`src/hdl/nsf_map.svh`:
```
// sentence framer constants: characters, codes, limits
`ifndef NSF_MAP_SVH
`define NSF_MAP_SVH
// ---------------------------------------------------------------
// framing and field characters
// ---------------------------------------------------------------
`define NSF_CH_START 8'h24
`define NSF_CH_COMMA 8'h2C
`define NSF_CH_STAR 8'h2A
`define NSF_CH_CR 8'h0D
`define NSF_CH_LF 8'h0A
`define NSF_CH_DOT 8'h2E
`define NSF_CH_MINUS 8'h2D
`define NSF_CH_SPACE 8'h20
`define NSF_CH_VALID 8'h41
`define NSF_CH_INVALID 8'h56
// ---------------------------------------------------------------
// talker codes, two characters, first in the high byte
// ---------------------------------------------------------------
`define NSF_TK_ALL 16'h474E
`define NSF_TK_GPS 16'h4750
`define NSF_TK_BDS 16'h4244
`define NSF_TK_GAL 16'h4741
`define NSF_TK_GLO 16'h474C
// ---------------------------------------------------------------
// length limits, counted without start marker and CR LF
// ---------------------------------------------------------------
`define NSF_MAX_SENT 7'h4F
`define NSF_MAX_BLK 7'h4A
`define NSF_TAIL_LEN 7'h03
`define NSF_BODY_CAP (`NSF_MAX_SENT - `NSF_TAIL_LEN)
// fixed degree/minute/second part of special fields
`define NSF_LAT_BASE 7'h04
`define NSF_LON_BASE 7'h05
`define NSF_TIME_BASE 7'h06
// reset value of the running checksum
`define NSF_CKS_RST 8'h00
`endif

```
`src/hdl/nsf_pkg.sv`:
```
// sentence framer types
package nsf_pkg;
  // operation presented on the user port
  typedef enum logic [1:0] {
    NSF_OP_START = 2'h0,
    NSF_OP_FIELD = 2'h1,
    NSF_OP_CHAR = 2'h2,
    NSF_OP_END = 2'h3
  } nsf_op_t;
  // source constellation
  typedef enum logic [2:0] {
    NSF_TS_GPS = 3'h0,
    NSF_TS_ALL = 3'h1,
    NSF_TS_BDS = 3'h2,
    NSF_TS_GAL = 3'h3,
    NSF_TS_GLO = 3'h4
  } nsf_talk_t;
  // field format classes
  typedef enum logic [3:0] {
    NSF_FT_STATUS = 4'h0,
    NSF_FT_LAT = 4'h1,
    NSF_FT_LON = 4'h2,
    NSF_FT_TIME = 4'h3,
    NSF_FT_VAR = 4'h4,
    NSF_FT_HEX = 4'h5,
    NSF_FT_ALPHA = 4'h6,
    NSF_FT_NUM = 4'h7,
    NSF_FT_TEXT = 4'h8
  } nsf_ftype_t;
  typedef enum logic [3:0] {
    NSF_ST_IDLE = 4'h1,
    NSF_ST_HEAD = 4'h2,
    NSF_ST_BODY = 4'h4,
    NSF_ST_TAIL = 4'h8
  } nsf_state_t;
  typedef struct packed {
    nsf_state_t st;
    logic [2:0] idx;
    logic [7:0] cks;
    logic [6:0] cnt;
    logic [6:0] blk;
    logic [6:0] fcnt;
    logic open;
    nsf_ftype_t ft;
    logic [6:0] flen;
    logic [15:0] talk;
    logic [23:0] typ;
    logic [7:0] tx_data;
    logic tx_valid;
    logic in_ready;
    logic busy;
    logic len_err;
    logic fmt_err;
  } nsf_reg_t;
endpackage : nsf_pkg

```
`src/hdl/nsf_fldchk.sv`:
```
// character and length checker for one data field
`timescale 1ns/1ps
`default_nettype none
`include "nsf_map.svh"
module nsf_fldchk
  import nsf_pkg::*;
(
  input var nsf_ftype_t ft, // format of the open field
  input wire logic [7:0] ch, // candidate character
  input wire logic [6:0] pos, // characters already in field
  input wire logic [6:0] flen, // fixed length for hex/alpha/num
  output logic char_ok, // character fits at this position
  output logic len_ok // field length is legal if closed now
);
  logic dig;
  logic hexd;
  logic alph;
  logic rsv;
  logic [6:0] base;
  // ---------------------------------------------------------------
  // character classes
  // ---------------------------------------------------------------
  always_comb begin
    dig = (ch >= 8'h30) && (ch <= 8'h39);
    hexd = dig || ((ch >= 8'h41) && (ch <= 8'h46));
    alph = ((ch >= 8'h41) && (ch <= 8'h5A)) ||
           ((ch >= 8'h61) && (ch <= 8'h7A));
    rsv = (ch == `NSF_CH_START) || (ch == `NSF_CH_STAR) ||
          (ch == `NSF_CH_COMMA);
    base = (ft == NSF_FT_LAT) ? `NSF_LAT_BASE :
           (ft == NSF_FT_LON) ? `NSF_LON_BASE : `NSF_TIME_BASE;
  end
  // ---------------------------------------------------------------
  // per-format check; an empty field is allowed in every named format, not in the default branch
  // ---------------------------------------------------------------
  always_comb begin
    char_ok = 1'b0;
    len_ok = (pos == 7'h00);
    unique case (ft)
      NSF_FT_STATUS: begin
        char_ok = (pos == 7'h00) &&
                  ((ch == `NSF_CH_VALID) || (ch == `NSF_CH_INVALID));
        len_ok = (pos <= 7'h01);
      end
      NSF_FT_LAT, NSF_FT_LON, NSF_FT_TIME: begin
        char_ok = (pos == base) ? (ch == `NSF_CH_DOT) : dig;
        len_ok = len_ok || (pos >= base);
      end
      NSF_FT_VAR: begin
        // any leading/trailing zero form passes unchanged
        char_ok = dig || (ch == `NSF_CH_DOT) || (ch == `NSF_CH_MINUS);
        len_ok = 1'b1;
      end
      NSF_FT_HEX: begin
        char_ok = hexd && (pos < flen);
        len_ok = len_ok || (pos == flen);
      end
      NSF_FT_ALPHA: begin
        char_ok = alph && (pos < flen);
        len_ok = len_ok || (pos == flen);
      end
      NSF_FT_NUM: begin
        char_ok = dig && (pos < flen);
        len_ok = len_ok || (pos == flen);
      end
      NSF_FT_TEXT: begin
        // only place a space may go
        char_ok = (ch >= `NSF_CH_SPACE) && (ch < 8'h7F) && !rsv;
        len_ok = 1'b1;
      end
      default: begin
        char_ok = 1'b0;
        len_ok = 1'b0;
      end
    endcase
  end
endmodule : nsf_fldchk
`default_nettype wire

```
`src/hdl/nsf_framer.sv`:
```
// sentence framer: builds one ASCII sentence from user operations
`timescale 1ns/1ps
`default_nettype none
`include "nsf_map.svh"
module nsf_framer
  import nsf_pkg::*;
(
  input wire logic mclk, // 100 MHz system clock
  input wire logic rst_b, // asynchronous reset, active low
  input wire logic op_valid, // user operation present
  input var nsf_op_t op_code, // start, field, char or end
  input var nsf_talk_t op_talk, // constellation, with start
  input wire logic [23:0] op_type, // sentence_type_code, with start
  input var nsf_ftype_t op_ftype, // data_field format, with field
  input wire logic [6:0] op_flen, // fixed length, with field
  input wire logic [7:0] op_data, // data_field character
  output logic op_ready, // operation taken when valid too
  output logic [7:0] tx_data, // character to transmitter
  output logic tx_valid, // character present
  input wire logic tx_ready, // transmitter takes character
  output logic busy, // sentence in progress
  output logic len_err, // a character was cut by a limit
  output logic fmt_err // a character or field broke format
);
  nsf_reg_t s_q;
  nsf_reg_t s_d;
  logic take;
  logic slot;
  logic room;
  logic char_ok;
  logic len_ok;
  logic em;
  logic [7:0] ec;
  logic [7:0] hc;

  // ---------------------------------------------------------------
  // helpers
  // ---------------------------------------------------------------
  // nibble to upper-case ASCII hex
  function automatic logic [7:0] nsf_hex(input logic [3:0] n);
    nsf_hex = (n < 4'hA) ? (8'h30 + {4'h0, n}) : (8'h37 + {4'h0, n});
  endfunction : nsf_hex

  function automatic logic [15:0] nsf_code(input nsf_talk_t t);
    unique case (t)
      NSF_TS_ALL: nsf_code = `NSF_TK_ALL;
      NSF_TS_BDS: nsf_code = `NSF_TK_BDS;
      NSF_TS_GAL: nsf_code = `NSF_TK_GAL;
      NSF_TS_GLO: nsf_code = `NSF_TK_GLO;
      default: nsf_code = `NSF_TK_GPS;
    endcase
  endfunction : nsf_code

  nsf_fldchk u_chk (
    .ft(s_q.ft),
    .ch(op_data),
    .pos(s_q.fcnt),
    .flen(s_q.flen),
    .char_ok(char_ok),
    .len_ok(len_ok)
  );

  // ---------------------------------------------------------------
  // next-state logic
  // ---------------------------------------------------------------
  // op_ready high implies tx slot empty, so a taken op can load
  always_comb begin
    s_d = s_q;
    em = 1'b0;
    ec = `NSF_CH_COMMA;
    hc = `NSF_CH_START;
    take = s_q.in_ready && op_valid;
    slot = !s_q.tx_valid || tx_ready;
    // both limits checked before each data-area character
    room = (s_q.blk < `NSF_MAX_BLK) && (s_q.cnt < `NSF_BODY_CAP);
    if (s_q.tx_valid && tx_ready) begin
      s_d.tx_valid = 1'b0;
    end
    unique case (s_q.st)
      NSF_ST_IDLE: begin
        if (take && (op_code == NSF_OP_START)) begin
          s_d.st = NSF_ST_HEAD;
          s_d.idx = 3'h0;
          s_d.cks = `NSF_CKS_RST;
          s_d.cnt = 7'h00;
          s_d.blk = 7'h00;
          s_d.fcnt = 7'h00;
          s_d.open = 1'b0;
          s_d.len_err = 1'b0;
          s_d.fmt_err = 1'b0;
          s_d.talk = nsf_code(op_talk);
          s_d.typ = op_type;
        end
      end
      NSF_ST_HEAD: begin
        unique case (s_q.idx)
          3'h0: hc = `NSF_CH_START;
          3'h1: hc = s_q.talk[15:8];
          3'h2: hc = s_q.talk[7:0];
          3'h3: hc = s_q.typ[23:16];
          3'h4: hc = s_q.typ[15:8];
          default: hc = s_q.typ[7:0];
        endcase
        if (slot) begin
          s_d.tx_valid = 1'b1;
          s_d.tx_data = hc;
          // marker stays out of checksum and length
          if (s_q.idx != 3'h0) begin
            s_d.cks = s_q.cks ^ hc;
            s_d.cnt = s_q.cnt + 7'h01;
          end
          if (s_q.idx == 3'h5) begin
            s_d.st = NSF_ST_BODY;
          end else begin
            s_d.idx = s_q.idx + 3'h1;
          end
        end
      end
      NSF_ST_BODY: begin
        if (take) begin
          unique case (op_code)
            NSF_OP_FIELD: begin
              if (s_q.open && !len_ok) begin
                s_d.fmt_err = 1'b1;
              end
              s_d.open = 1'b1;
              s_d.ft = op_ftype;
              s_d.flen = op_flen;
              s_d.fcnt = 7'h00;
              em = room;
              ec = `NSF_CH_COMMA;
              if (!room) begin
                s_d.len_err = 1'b1;
              end
            end
            NSF_OP_CHAR: begin
              // a bad character is dropped, not sent
              if (!s_q.open || !char_ok) begin
                s_d.fmt_err = 1'b1;
              end else if (!room) begin
                s_d.len_err = 1'b1;
              end else begin
                em = 1'b1;
                ec = op_data;
                s_d.fcnt = s_q.fcnt + 7'h01;
              end
            end
            NSF_OP_END: begin
              if (s_q.open && !len_ok) begin
                s_d.fmt_err = 1'b1;
              end
              s_d.open = 1'b0;
              s_d.st = NSF_ST_TAIL;
              s_d.idx = 3'h0;
            end
            default: begin
              // a second start inside a sentence is ignored
              s_d.st = s_q.st;
            end
          endcase
        end
        if (em) begin
          s_d.tx_valid = 1'b1;
          s_d.tx_data = ec;
          s_d.cks = s_q.cks ^ ec;
          s_d.cnt = s_q.cnt + 7'h01;
          s_d.blk = s_q.blk + 7'h01;
        end
      end
      NSF_ST_TAIL: begin
        unique case (s_q.idx)
          3'h0: hc = `NSF_CH_STAR;
          3'h1: hc = nsf_hex(s_q.cks[7:4]);
          3'h2: hc = nsf_hex(s_q.cks[3:0]);
          3'h3: hc = `NSF_CH_CR;
          default: hc = `NSF_CH_LF;
        endcase
        if (slot) begin
          s_d.tx_valid = 1'b1;
          s_d.tx_data = hc;
          if (s_q.idx < 3'h3) begin
            s_d.cnt = s_q.cnt + 7'h01;
          end
          if (s_q.idx == 3'h4) begin
            s_d.st = NSF_ST_IDLE;
          end else begin
            s_d.idx = s_q.idx + 3'h1;
          end
        end
      end
    endcase
    // registered ready keeps the user port free of combinational paths
    s_d.in_ready = ((s_d.st == NSF_ST_IDLE) || (s_d.st == NSF_ST_BODY))
                   && !s_d.tx_valid;
    s_d.busy = (s_d.st != NSF_ST_IDLE);
  end

  // ---------------------------------------------------------------
  // state register
  // ---------------------------------------------------------------
  always_ff @(posedge mclk or negedge rst_b) begin
    if (!rst_b) begin
      s_q <= '{st: NSF_ST_IDLE, ft: NSF_FT_STATUS, cks: `NSF_CKS_RST,
               default: '0};
    end else begin
      s_q <= s_d;
    end
  end

  // only driver of the serial character stream
  assign tx_data = s_q.tx_data;
  assign tx_valid = s_q.tx_valid;
  assign op_ready = s_q.in_ready;
  assign busy = s_q.busy;
  assign len_err = s_q.len_err;
  assign fmt_err = s_q.fmt_err;

  logic acc;
  logic [6:0] n_q;
  assign acc = tx_valid && tx_ready;
  // helper: characters accepted since the start marker
  always_ff @(posedge mclk or negedge rst_b) begin
    if (!rst_b) begin
      n_q <= 7'h00;
    end else if (acc) begin
      n_q <= (tx_data == `NSF_CH_START) ? 7'h01 : n_q + 7'h01;
    end
  end

  // helper: checksum of what the listener took, built apart from s_q.cks
  // so a slip in the datapath cannot hide inside its own check
  logic [7:0] x_q;
  logic in_q;
  always_ff @(posedge mclk or negedge rst_b) begin
    if (!rst_b) begin
      x_q <= 8'h00;
      in_q <= 1'b0;
    end else if (acc) begin
      if (tx_data == `NSF_CH_START) begin
        x_q <= 8'h00;
        in_q <= 1'b1;
      end else if (tx_data == `NSF_CH_STAR) begin
        in_q <= 1'b0;
      end else if (in_q) begin
        x_q <= x_q ^ tx_data;
      end
    end
  end
endmodule : nsf_framer
`default_nettype wire

```
`config.mk`:
```
export PLATFORM = sky130hd
export DESIGN_NAME = nsf_framer
export DESIGN_NICKNAME = d
export VERILOG_FILES = /design/src/hdl/nsf_pkg.sv /design/src/hdl/nsf_fldchk.sv /design/src/hdl/nsf_framer.sv
export VERILOG_INCLUDE_DIRS = /design/src /design/src/hdl
export SDC_FILE = /design/constraint.sdc
export NUM_CORES = 1
export LEC_CHECK = 0
export ABC_AREA = 0
export BUFFER_PORTS_ARGS = -buffer_cell sky130_fd_sc_hd__buf_2
export CELL_PAD_IN_SITES_DETAIL_PLACEMENT = 2
export CELL_PAD_IN_SITES_GLOBAL_PLACEMENT = 2
export CORE_AREA = 2 2 131 133
export DETAILED_ROUTE_END_ITERATION = 12
export DIE_AREA = 0 0 133 135
export HOLD_SLACK_MARGIN = 0.15
export MAX_ROUTING_LAYER = met4
export PLACE_DENSITY_LB_ADDON = 0.1
export SLEW_MARGIN = 0
export SYNTH_ARGS = -nofsm -noshare
export SYNTH_HDL_FRONTEND = slang
export SYNTH_SLANG_ARGS = --single-unit
export TNS_END_PERCENT = 30
```
`constraint.sdc`:
```
create_clock -name mclk -period 3.3 [get_ports mclk]
set_clock_uncertainty 0.05 [all_clocks]
set_input_delay 0 -clock mclk [delete_from_list [all_inputs] [get_ports mclk]]
set_output_delay 0 -clock mclk [all_outputs]
set_load 0.01 [all_outputs]
```
==> results.cfg, run 1 <==
[logic_synthesis]
yosysUniqueCellTypes = 81
ys_seq_elements = 92
yosysTopAreaCellShare = 0.3880
synth_area_sq_um = 5869
netlist_top_cells_area = dfrtp_1 (39%), nand2_1 (7.4%), ha_1 (5.3%)
async_flop_share = 1.000
yosys_warnings = 0
synthCells = 681
synth_edf_count = 0
synth_top_area_cell = dfrtp_1
synthesis.nets = 758
synth-main-ff-cell = dfrtp_1
seq_area_frac_synth = 0.3925
syn_area_per_cell_sq_um = 8.619

[cts]
htreeDepth = 3
numCtsBuffers = 9
clock_path_buffers = 2
cts.sinks = 92
clkTransAtPathRegs_ns = 0.07
cts_tree = yes
insertion_delay_ns = 0.36
cts_root_buf = clkbuf_16

[detailed_routing]
drc = 0
ant_nets = 0
wl_per_cell_um = 20.82
via_per_inst = 5.584
vias = 5640
drtIter0Drc = 207
finalWirelength_um = 21030
firstDrtPassIters = 4

[floorplanning]
num_rows = 47
initial_core_util = 0.3577
coreArea_sq_um = 16410
die_h_um = 135
die_w_um = 133
io_pins = 65
die_area_sq_um = 17960

[critical_path]
rrSetupSlack_ns = 0.11
r2r-start = s_q[60]$_DFFE_PN0P_
worstRegToRegCells = 10
critPathKind = reg2reg
cp-start-kind = register
arrival_ns = 3.41
endpoint_kind = register
r2r-end = s_q[78]$_DFFE_PN0P_
cp_max_fo = 11
worstPathRequired_ns = 3.52

[timing]
tightest_slew_ns = 1.098
fmaxAchievable_mhz = 313.7
fin_setup_tns_ns = 0
finalHoldViolCount = 0
period_minus_slack_ns = 3.188
finalCritPeriodShare = 0.9661
maxSlewViolCount = 0
grt_setup_unrepaired = false
setup_violations = 0
maxSlewHeadroom = 0.2633

[flow_run]
maxCapViolations = 0

[grt]
gr-usage-met3 = 0.02477
grt.busiest_layer = met2
track_usage = 0.2480
antenna_found_initial = 0
grt_pass1_vias = 6260
grt_use_met2 = 0.4467
grt_util_met1 = 0.2907
grt_pass1_wl_um = 34000
grt_max_degree = 44
grt.overflow.total = 0

[power]
power.leakage_nw = 3.274
vdd_drop_max_mv = 0.3203
p_per_area_nw_per_um2 = 542.0

[placed_design]
dp_hpwl_um = 14900
gp_routability_congestion = 0.8444
port_buffers = 64

[final_layout]
antenna_cells = 0
drive_gt1_frac = 0.1823
fin_util = 0.4443
areaGrowthSynthToFinish_pct = 24.20
nets = 862

[worst_hold_path]
hp-class = in2async

[run_status]
run_status = finished, final reports clean
what timing repair did:
action	in CTS	in global routing
pin swaps	1	4
setup endpoints to repair	8	27
endpoints found under the hold margin	93	0
hold buffers	48	0
gates resized for setup	2	16
buffers inserted	0	1
layout by cell type, fill, tap and decap left out, types with 4 or more instances in the layout:
cell type,count
a31oi_1,12
a222oi_1,5
and3_1,8
clkbuf_16,9
o2bb2ai_1,4
a211oi_1,6
o22ai_1,4
nand2_1,115
a22oi_1,9
dfrtp_1,89
mux2_2,12
nand2b_1,9
or3_1,6
o211ai_1,4
nand3b_1,7
buf_4,23
xnor2_1,6
o22a_1,5
a211o_1,4
nor3_1,8
inv_1,37
a22o_1,4
buf_2,63
ha_1,25
and2_1,5
o21ai_1,7
o31ai_1,6
nand4_1,8
nor2_1,47
nor2b_1,9
nand3_1,19
dlygate4sd3_1,48
o21ai_0,57
nor4_1,6
a21oi_1,30
critical path: stages, from the launching register on:
cell and delay (ns):
dfrtp_2 0.48, nor4b_4 0.29, ha_1 0.28, and3_1 0.20, a211o_1 0.33, a211oi_4 0.32, or4_4 0.20, o211ai_2 0.13
a21o_4 0.27, or3_1 0.39, a21oi_1 0.16
worst max path at each step:
| stage | start | end | cells past startpoint | slack (ns) |
|---|---|---|---|---|
| floorplan | s_q[62]$_DFFE_PN0P_ | s_q[77]$_DFFE_PN0P_ | 12 | 0.25 |
| finish | s_q[60]$_DFFE_PN0P_ | s_q[78]$_DFFE_PN0P_ | 10 | 0.11 |
| CTS | s_q[60]$_DFFE_PN0P_ | s_q[67]$_DFFE_PN0P_ | 11 | 0.04 |
| global route | s_q[60]$_DFFE_PN0P_ | s_q[90]$_DFFE_PN0P_ | 12 | 0.004 |
| detailed placement | s_q[60]$_DFFE_PN0P_ | s_q[70]$_DFFE_PN0P_ | 10 | -0.02 |
| global placement | s_q[60]$_DFFE_PN0P_ | s_q[88]$_DFFE_PN0P_ | 11 | 0.1 |
power breakdown:
part           switching, mW  internal [mW]  total (mW)
combinational          0.874          0.543        1.42
sequential             0.159           1.25        1.41
clock                  0.506          0.616        1.12
total                   1.54           2.41        3.95
per-layer routing:
metal	share of wire	wire, um
met1	0.43	9055
met2	0.53	11080
met3	0.024	497
met4	0.019	392
met5	0	0
sequential cells by signal, indices dropped and copies added, names as in the netlist:
name      flops
busy          1
fmt_err       1
len_err       1
op_ready      1
s_q          79
tx_data       8
tx_valid      1
through the flow:
step | hold slack [ns] | std cells | cell area (sq um) | setup slack, ns | total power [mW]
floorplan | -0.3456 | 681 | 5869 | 0.2476 | 2.278
global placement | 0.002536 | 945 | 6414 | 0.09873 | 2.683
detailed placement | 0.004740 | 945 | 6414 | -0.01838 | 2.755
finish | 0.1470 | 1010 | 7289 | 0.1120 | 3.951
CTS | 0.1694 | 1009 | 7214 | 0.04239 | 3.956
global route | 0.1938 | 1010 | 7289 | 0.003989 | 4.188
layout make-up:
class	instances	area, sq um
Tap cell	220	275.3
Inverter	37	138.9
Clock buffer	10	239.0
Fill cell	1814	9117
Multi-Input combinational cell	510	3272
Clock inverter	6	70.07
Timing Repair Buffer	135	988.4
Sequential cell	92	2306
logic make-up after synthesis:
kind of cell               share of synthesized area
AOI/OAI and AO/OA                             0.2294
xor gates and xnor gates                     0.01194
adders and majority gates                    0.05329
buffers and inverters                        0.06310
DFF                                           0.3925
muxes                                        0.02473
and+or+nand+nor                               0.2251
Yosys cell counts, drive strengths merged (5+ instances only):
cell and instances:
a31oi 12, nor2b 9, and2 5, nand3 20
nand3b 7, nor2 47, xnor2 7, nand4 8
o31ai 7, o211ai 6, ha 25, a222oi 5
clkbuf 23, nor4 9, a211oi 7, a21oi 31
inv 37, nand2b 9, or3 6, dfrtp 91
o22a 5, buf 19, and3 10, a22oi 9
mux2 12, nor3 9, nand2 115, o21ai 64
No activity file was read; power rests on OpenSTA's default activity.
==> run 2: changes to the inputs <==
--- a/config.mk
+++ b/config.mk
@@ -10,12 +10,12 @@
 export BUFFER_PORTS_ARGS = -buffer_cell sky130_fd_sc_hd__buf_2
 export CELL_PAD_IN_SITES_DETAIL_PLACEMENT = 2
 export CELL_PAD_IN_SITES_GLOBAL_PLACEMENT = 2
-export CORE_AREA = 2 2 131 133
+export CORE_AREA = 2 2 126 128
 export DETAILED_ROUTE_END_ITERATION = 12
-export DIE_AREA = 0 0 133 135
+export DIE_AREA = 0 0 128 130
 export HOLD_SLACK_MARGIN = 0.15
 export MAX_ROUTING_LAYER = met4
-export PLACE_DENSITY_LB_ADDON = 0.1
+export PLACE_DENSITY = 0.85
 export SLEW_MARGIN = 0
 export SYNTH_ARGS = -nofsm -noshare
 export SYNTH_HDL_FRONTEND = slang
==> constraint.sdc (replaced) <==
create_clock -name mclk -period 3.8 [get_ports mclk]
set_clock_uncertainty 0.05 [all_clocks]
set_input_delay 0 -clock mclk [delete_from_list [all_inputs] [get_ports mclk]]
set_output_delay 0 -clock mclk [all_outputs]
set_load 0.01 [all_outputs]
==> run 2 against run 1 <==
  * Sequential cell count did not move
  * First-iteration DRC count rose by 6.3%
  * Wire length fell by 1.1%
  * Critical path depth rose by 1
  * Via count fell by 0.11%
  * Sequential power fell by 13%
  * Power fell by 14%
  * Global-route usage rose by 2.3 points
  * Non-clock buffer count fell by 11
  * Design area fell by 2.7%
  * Maximum frequency fell by 9.9%
  * Critical path type unchanged
  * Critical endpoint is now s_q[89]$_DFFE_PN0P_
  * Largest cell class unchanged
  * Largest power group is now sequential cells
==> results.cfg, run 2 (same netlist as run 1, synthesis figures left out) <==
[detailed_routing]
finalWirelength_um = 20800
via_per_inst = 5.802
drc = 0
ant_nets = 0
firstDrtPassIters = 6
vias = 5634
wl_per_cell_um = 21.42
drtIter0Drc = 220

[timing]
fin_setup_tns_ns = 0
period_minus_slack_ns = 3.537
finalHoldViolCount = 0
finalCritPeriodShare = 0.9307
tightest_slew_ns = 0.9044
fmaxAchievable_mhz = 282.8
layout_setup_ws_ns = 0.2635
setup_violations = 0
grt_setup_unrepaired = false
maxSlewViolCount = 0
maxSlewHeadroom = 0.3924

[cts]
insertion_delay_ns = 0.36
clkTransAtPathRegs_ns = 0.07
cts_root_buf = clkbuf_16
clock_path_buffers = 2
cts.sinks = 92
numCtsBuffers = 9
htreeDepth = 3
cts_tree = yes
cts_setup_buffers = 0

[grt]
antenna_found_initial = 0
grt_max_degree = 60
grt.overflow.total = 0
track_usage = 0.2710
grt_pass1_wl_um = 34010
grt_pass1_vias = 6270

[final_layout]
antenna_cells = 0
nFillCells = 1675
layout_commonest_cell = nand2_1
fin_cells = 971
regMostFlops = s_q
largest_reg_flops = 79
nets = 851
final_cell_mix = nand2_1 (115), dfrtp_1 (91), buf_2 (63)
finalInstanceArea_sq_um = 7092
areaGrowthSynthToFinish_pct = 20.83
drive_gt1_frac = 0.1579

[critical_path]
crit_chain = nor4b_1 > ha_1 > and3_1 > a211o_1 > a211oi_1 > nor4_2 > a2111oi_4 > buf_4 > a22o_1 > nor3_1 > a211oi_1
rrSetupSlack_ns = 0.26
cp_slowest_cell = dfrtp_1
slowest_delay_ns = 0.54
cp_max_fo = 15
cpMostUsedCell = a211oi_1
endpoint_kind = register
critical-path-top-delay-family = compound AO/OA/AOI/OAI gates
worstPathRequired_ns = 4.01
critPathKind = reg2reg
cp.buffers_inverters = 1
arrival_ns = 3.74
cp-start-kind = register

[placed_design]
place_ws_ns = 0.3905
gp_routability_congestion = 0.8367
place_area_sq_um = 6284
place_inst = 906
port_buffers = 64
dp_hpwl_um = 14420

[run_status]
run_status = finished, final reports clean

[power]
power.leakage_nw = 3.190
vdd_drop_max_mv = 0.1962
p_per_area_nw_per_um2 = 481.1

[floorplanning]
die_w_um = 128
io_pins = 65
coreArea_sq_um = 15420
initial_core_util = 0.3805
die_area_sq_um = 16640
num_rows = 46
die_h_um = 130

[worst_hold_path]
hp-class = in2reg

[flow_run]
maxCapViolations = 0
==> run 2: timing repair <==
item	in CTS	in global routing
resized for setup	0	0
hold buffers	49	0
endpoints found under the hold margin	111	0
==> run 2: worst reg2reg max path, stage by stage, from the launching register on <==
cell and delay, ns:
dfrtp_1 0.54, nor4b_1 0.46, ha_1 0.32, and3_1 0.21
a211o_1 0.31, a211oi_1 0.32, nor4_2 0.16, a2111oi_4 0.41
buf_4 0.22, a22o_1 0.15, nor3_1 0.05, a211oi_1 0.25
==> run 2: worst paths after layout <==
| path | depth (start not counted) | end | start |
|---|---|---|---|
| worst max-delay path | 11 | s_q[89]$_DFFE_PN0P_ | s_q[62]$_DFFE_PN0P_ |
| worst min-delay path | 4 | s_q[66]$_DFFE_PN0P_ | op_code[1] |
| worst max register to register | 11 | s_q[89]$_DFFE_PN0P_ | s_q[62]$_DFFE_PN0P_ |
| worst min register to register | 2 | s_q[15]$_DFFE_PN0P_ | s_q[15]$_DFFE_PN0P_ |
| max in group asynchronous | 3 | s_q[97]$_DFF_PN1_ | rst_b |
| min in group asynchronous | 2 | s_q[54]$_DFFE_PN0P_ | rst_b |
==> run 2: cell type report <==
| class | instances | area, sq um | area share |
|---|---|---|---|
| clock inverters | 6 | 88.84 | 0.01253 |
| flip-flops and latches | 92 | 2303 | 0.3248 |
| multi-input cells | 510 | 3196 | 0.4506 |
| clock buffers | 10 | 229.0 | 0.03229 |
| well taps | 192 | 240.2 | 0.03387 |
| inverters | 37 | 138.9 | 0.01958 |
| repair buffers | 124 | 895.9 | 0.1263 |
==> run 2: report_power, final <==
| group | internal [mW] | switching, mW |
|---|---|---|
| Sequential | 1.09 | 0.138 |
| Clock | 0.579 | 0.430 |
| Combinational | 0.439 | 0.740 |
| Total | 2.10 | 1.31 |
==> run 2: per-layer routing <==
| metal | vias to the layer above | GRT usage | share of wire |
|---|---|---|---|
| met5 | - | - | 0 |
| met3 | 32 | 0.02829 | 0.022 |
| met1 | 2868 | 0.3168 | 0.42 |
| met4 | 0 | 0.1008 | 0.026 |
| met2 | 101 | 0.4844 | 0.53 |
| li1 | 2633 | - | - |
==> run 2: stage by stage <==
step	hold slack (ns)	power (mW)	util
6_report	0.2025	3.412	0.4598
5_1_grt	0.2301	3.615	0.4598
4_1_cts	0.1957	3.425	0.4598
3_5_place_dp	0.09366	2.362	0.4074
3_3_place_gp	0.07631	2.282	0.4074
2_1_floorplan	-0.3456	1.978	-
==> run 3: changes to the inputs <==
--- a/config.mk
+++ b/config.mk
@@ -10,13 +10,13 @@
 export BUFFER_PORTS_ARGS = -buffer_cell sky130_fd_sc_hd__buf_2
 export CELL_PAD_IN_SITES_DETAIL_PLACEMENT = 2
 export CELL_PAD_IN_SITES_GLOBAL_PLACEMENT = 2
-export CORE_AREA = 2 2 126 128
+export CORE_AREA = 2 2 177 92
 export DETAILED_ROUTE_END_ITERATION = 12
-export DIE_AREA = 0 0 128 130
+export DIE_AREA = 0 0 179 94
 export HOLD_SLACK_MARGIN = 0.15
 export MAX_ROUTING_LAYER = met4
 export PLACE_DENSITY = 0.85
-export SLEW_MARGIN = 0
+export SLEW_MARGIN = 20
 export SYNTH_ARGS = -nofsm -noshare
 export SYNTH_HDL_FRONTEND = slang
 export SYNTH_SLANG_ARGS = --single-unit
==> run 3 against run 2 <==
  * Final cell count rose by 1.2%
  * Highest routed layer unchanged
  * Worst setup slack gained 0.027 ns
  * Largest cell class unchanged
  * Critical path type unchanged
  * Clock-buffer cell count rose by 1
==> results.cfg, run 3 (same netlist as run 1, synthesis figures left out) <==
[run_status]
run_status = finished, final reports clean

[cts]
clock_path_buffers = 2
cts_root_buf = clkbuf_16
cts_tree = yes
insertion_delay_ns = 0.36
clkTransAtPathRegs_ns = 0.07
htreeDepth = 3
numCtsBuffers = 9
cts.sinks = 92

[critical_path]
critPathKind = reg2reg
r2r-start = s_q[62]$_DFFE_PN0P_
arrival_ns = 3.73
r2r-end = s_q[89]$_DFFE_PN0P_
worstRegToRegCells = 11
endpoint_kind = register
critical-path-top-delay-family = compound AO/OA/AOI/OAI gates
rrSetupSlack_ns = 0.29
worstPathRequired_ns = 4.02
cp-start-kind = register
cp.buffers_inverters = 1
crit_chain = nor4b_1 > ha_1 > and3_1 > a211o_1 > a211oi_1 > nor4_2 > a2111oi_4 > buf_4 > a22o_1 > nor3_1 > a211oi_1
cp_slowest_cell = dfrtp_1
slowest_delay_ns = 0.54
cp_max_fo = 15
cpMostUsedCell = a211oi_1

[flow_run]
maxCapViolations = 0

[floorplanning]
io_pins = 65
initial_core_util = 0.3868
coreArea_sq_um = 15170
die_w_um = 179
die_area_sq_um = 16830
die_h_um = 94
num_rows = 32

[timing]
maxSlewHeadroom = 0.4140
setup_violations = 0
maxSlewViolCount = 0
fmaxAchievable_mhz = 284.9
finalHoldViolCount = 0
grt_setup_unrepaired = false
tightest_slew_ns = 0.8791
finalCritPeriodShare = 0.9237
layout_setup_ws_ns = 0.2900
fin_setup_tns_ns = 0
period_minus_slack_ns = 3.510
fin_hold_ws_ns = 0.2047

[detailed_routing]
firstDrtPassIters = 4
ant_nets = 0
vias = 5635
drtIter0Drc = 253
finalWirelength_um = 20300
drc = 0
wl_per_cell_um = 20.65
via_per_inst = 5.732

[grt]
grt_pass1_wl_um = 33480
grt_max_degree = 66
grt_pass1_vias = 6293
grt.overflow.total = 0
antenna_found_initial = 0
grt_use_met2 = 0.4641
grt_util_met1 = 0.3193
track_usage = 0.2641
gr-usage-met3 = 0.04207
grt.busiest_layer = met2

[worst_hold_path]
min-delay-start = op_code[1]
hp-class = in2reg
holdPathEnd = s_q[66]$_DFFE_PN0P_
hold_path_depth = 4

[power]
p_int_mw = 2.038
power.share.sequential = 0.364
p_per_area_nw_per_um2 = 472.7
vdd_drop_max_mv = 0.2648
power.leakage_nw = 3.172
p_clk_frac = 0.279
switchingPower_mw = 1.311
swShare = 0.3914
comb_power_share = 0.357

[final_layout]
nets = 851
fin_util = 0.4668
regMostFlops = s_q
final_cell_mix = nand2_1 (115), dfrtp_1 (91), buf_2 (63)
drive_gt1_frac = 0.1566
finalInstanceArea_sq_um = 7083
layout_commonest_cell = nand2_1
nFillCells = 1682
largest_reg_flops = 79
antenna_cells = 0
areaGrowthSynthToFinish_pct = 20.68

[placed_design]
port_buffers = 64
gp_routability_congestion = 0.8465
place_area_sq_um = 6299
dp_hpwl_um = 14000
place_ws_ns = 0.3612
[run 3: tightest hold or removal path: stages]
cell and delay (ns):
buf_2 0.12, ha_1 0.24, nand4_1 0.11, o21ai_0 0.09
[run 3: layer usage]
layer,routed length (um),up-vias
met3,562,25
met4,267,0
li1,-,2625
met5,0,-
met1,9217,2896
met2,10260,89
[run 3: layout make-up]
class | count | area (sq um) | share of cell area
flip-flops and latches | 92 | 2303 | 0.3252
clock buffers | 11 | 232.7 | 0.03286
repair buffers | 124 | 895.9 | 0.1265
clock inverters | 5 | 61.31 | 0.008656
multi-input cells | 510 | 3196 | 0.4512
inverters | 37 | 138.9 | 0.01961
well taps | 204 | 255.2 | 0.03604
[run 3: power by group through the flow]
stage               combinational, mW  clock [mW]  sequential (mW)
floorplan                       0.812           0             1.17
global placement                 1.06           0             1.23
detailed placement               1.12           0             1.23
CTS                              1.18       0.949             1.22
global route                     1.32       0.983             1.24
finish                           1.19       0.934             1.22
[run 3: through the flow]
stage,cells,total power [mW]
2_1_floorplan,681,1.978
3_3_place_gp,918,2.288
3_5_place_dp,918,2.357
4_1_cts,983,3.347
5_1_grt,983,3.541
6_report,983,3.348
[run 3: timing repair]
action,CTS,global route
gates resized for setup,0,0
buffers inserted,0,0
hold endpoints to repair,118,0
hold buffers,49,0
[run 3: worst max-delay path by stage]
stage	cells after the start	slack (ns)	end	from
after floorplan	12	0.75	s_q[77]$_DFFE_PN0P_	s_q[62]$_DFFE_PN0P_
after CTS	11	0.33	s_q[89]$_DFFE_PN0P_	s_q[62]$_DFFE_PN0P_
after global placement	10	0.54	s_q[77]$_DFFE_PN0P_	s_q[62]$_DFFE_PN0P_
after global routing	11	0.08	s_q[89]$_DFFE_PN0P_	s_q[62]$_DFFE_PN0P_
final	11	0.29	s_q[89]$_DFFE_PN0P_	s_q[62]$_DFFE_PN0P_
after detailed placement	11	0.36	s_q[89]$_DFFE_PN0P_	s_q[62]$_DFFE_PN0P_
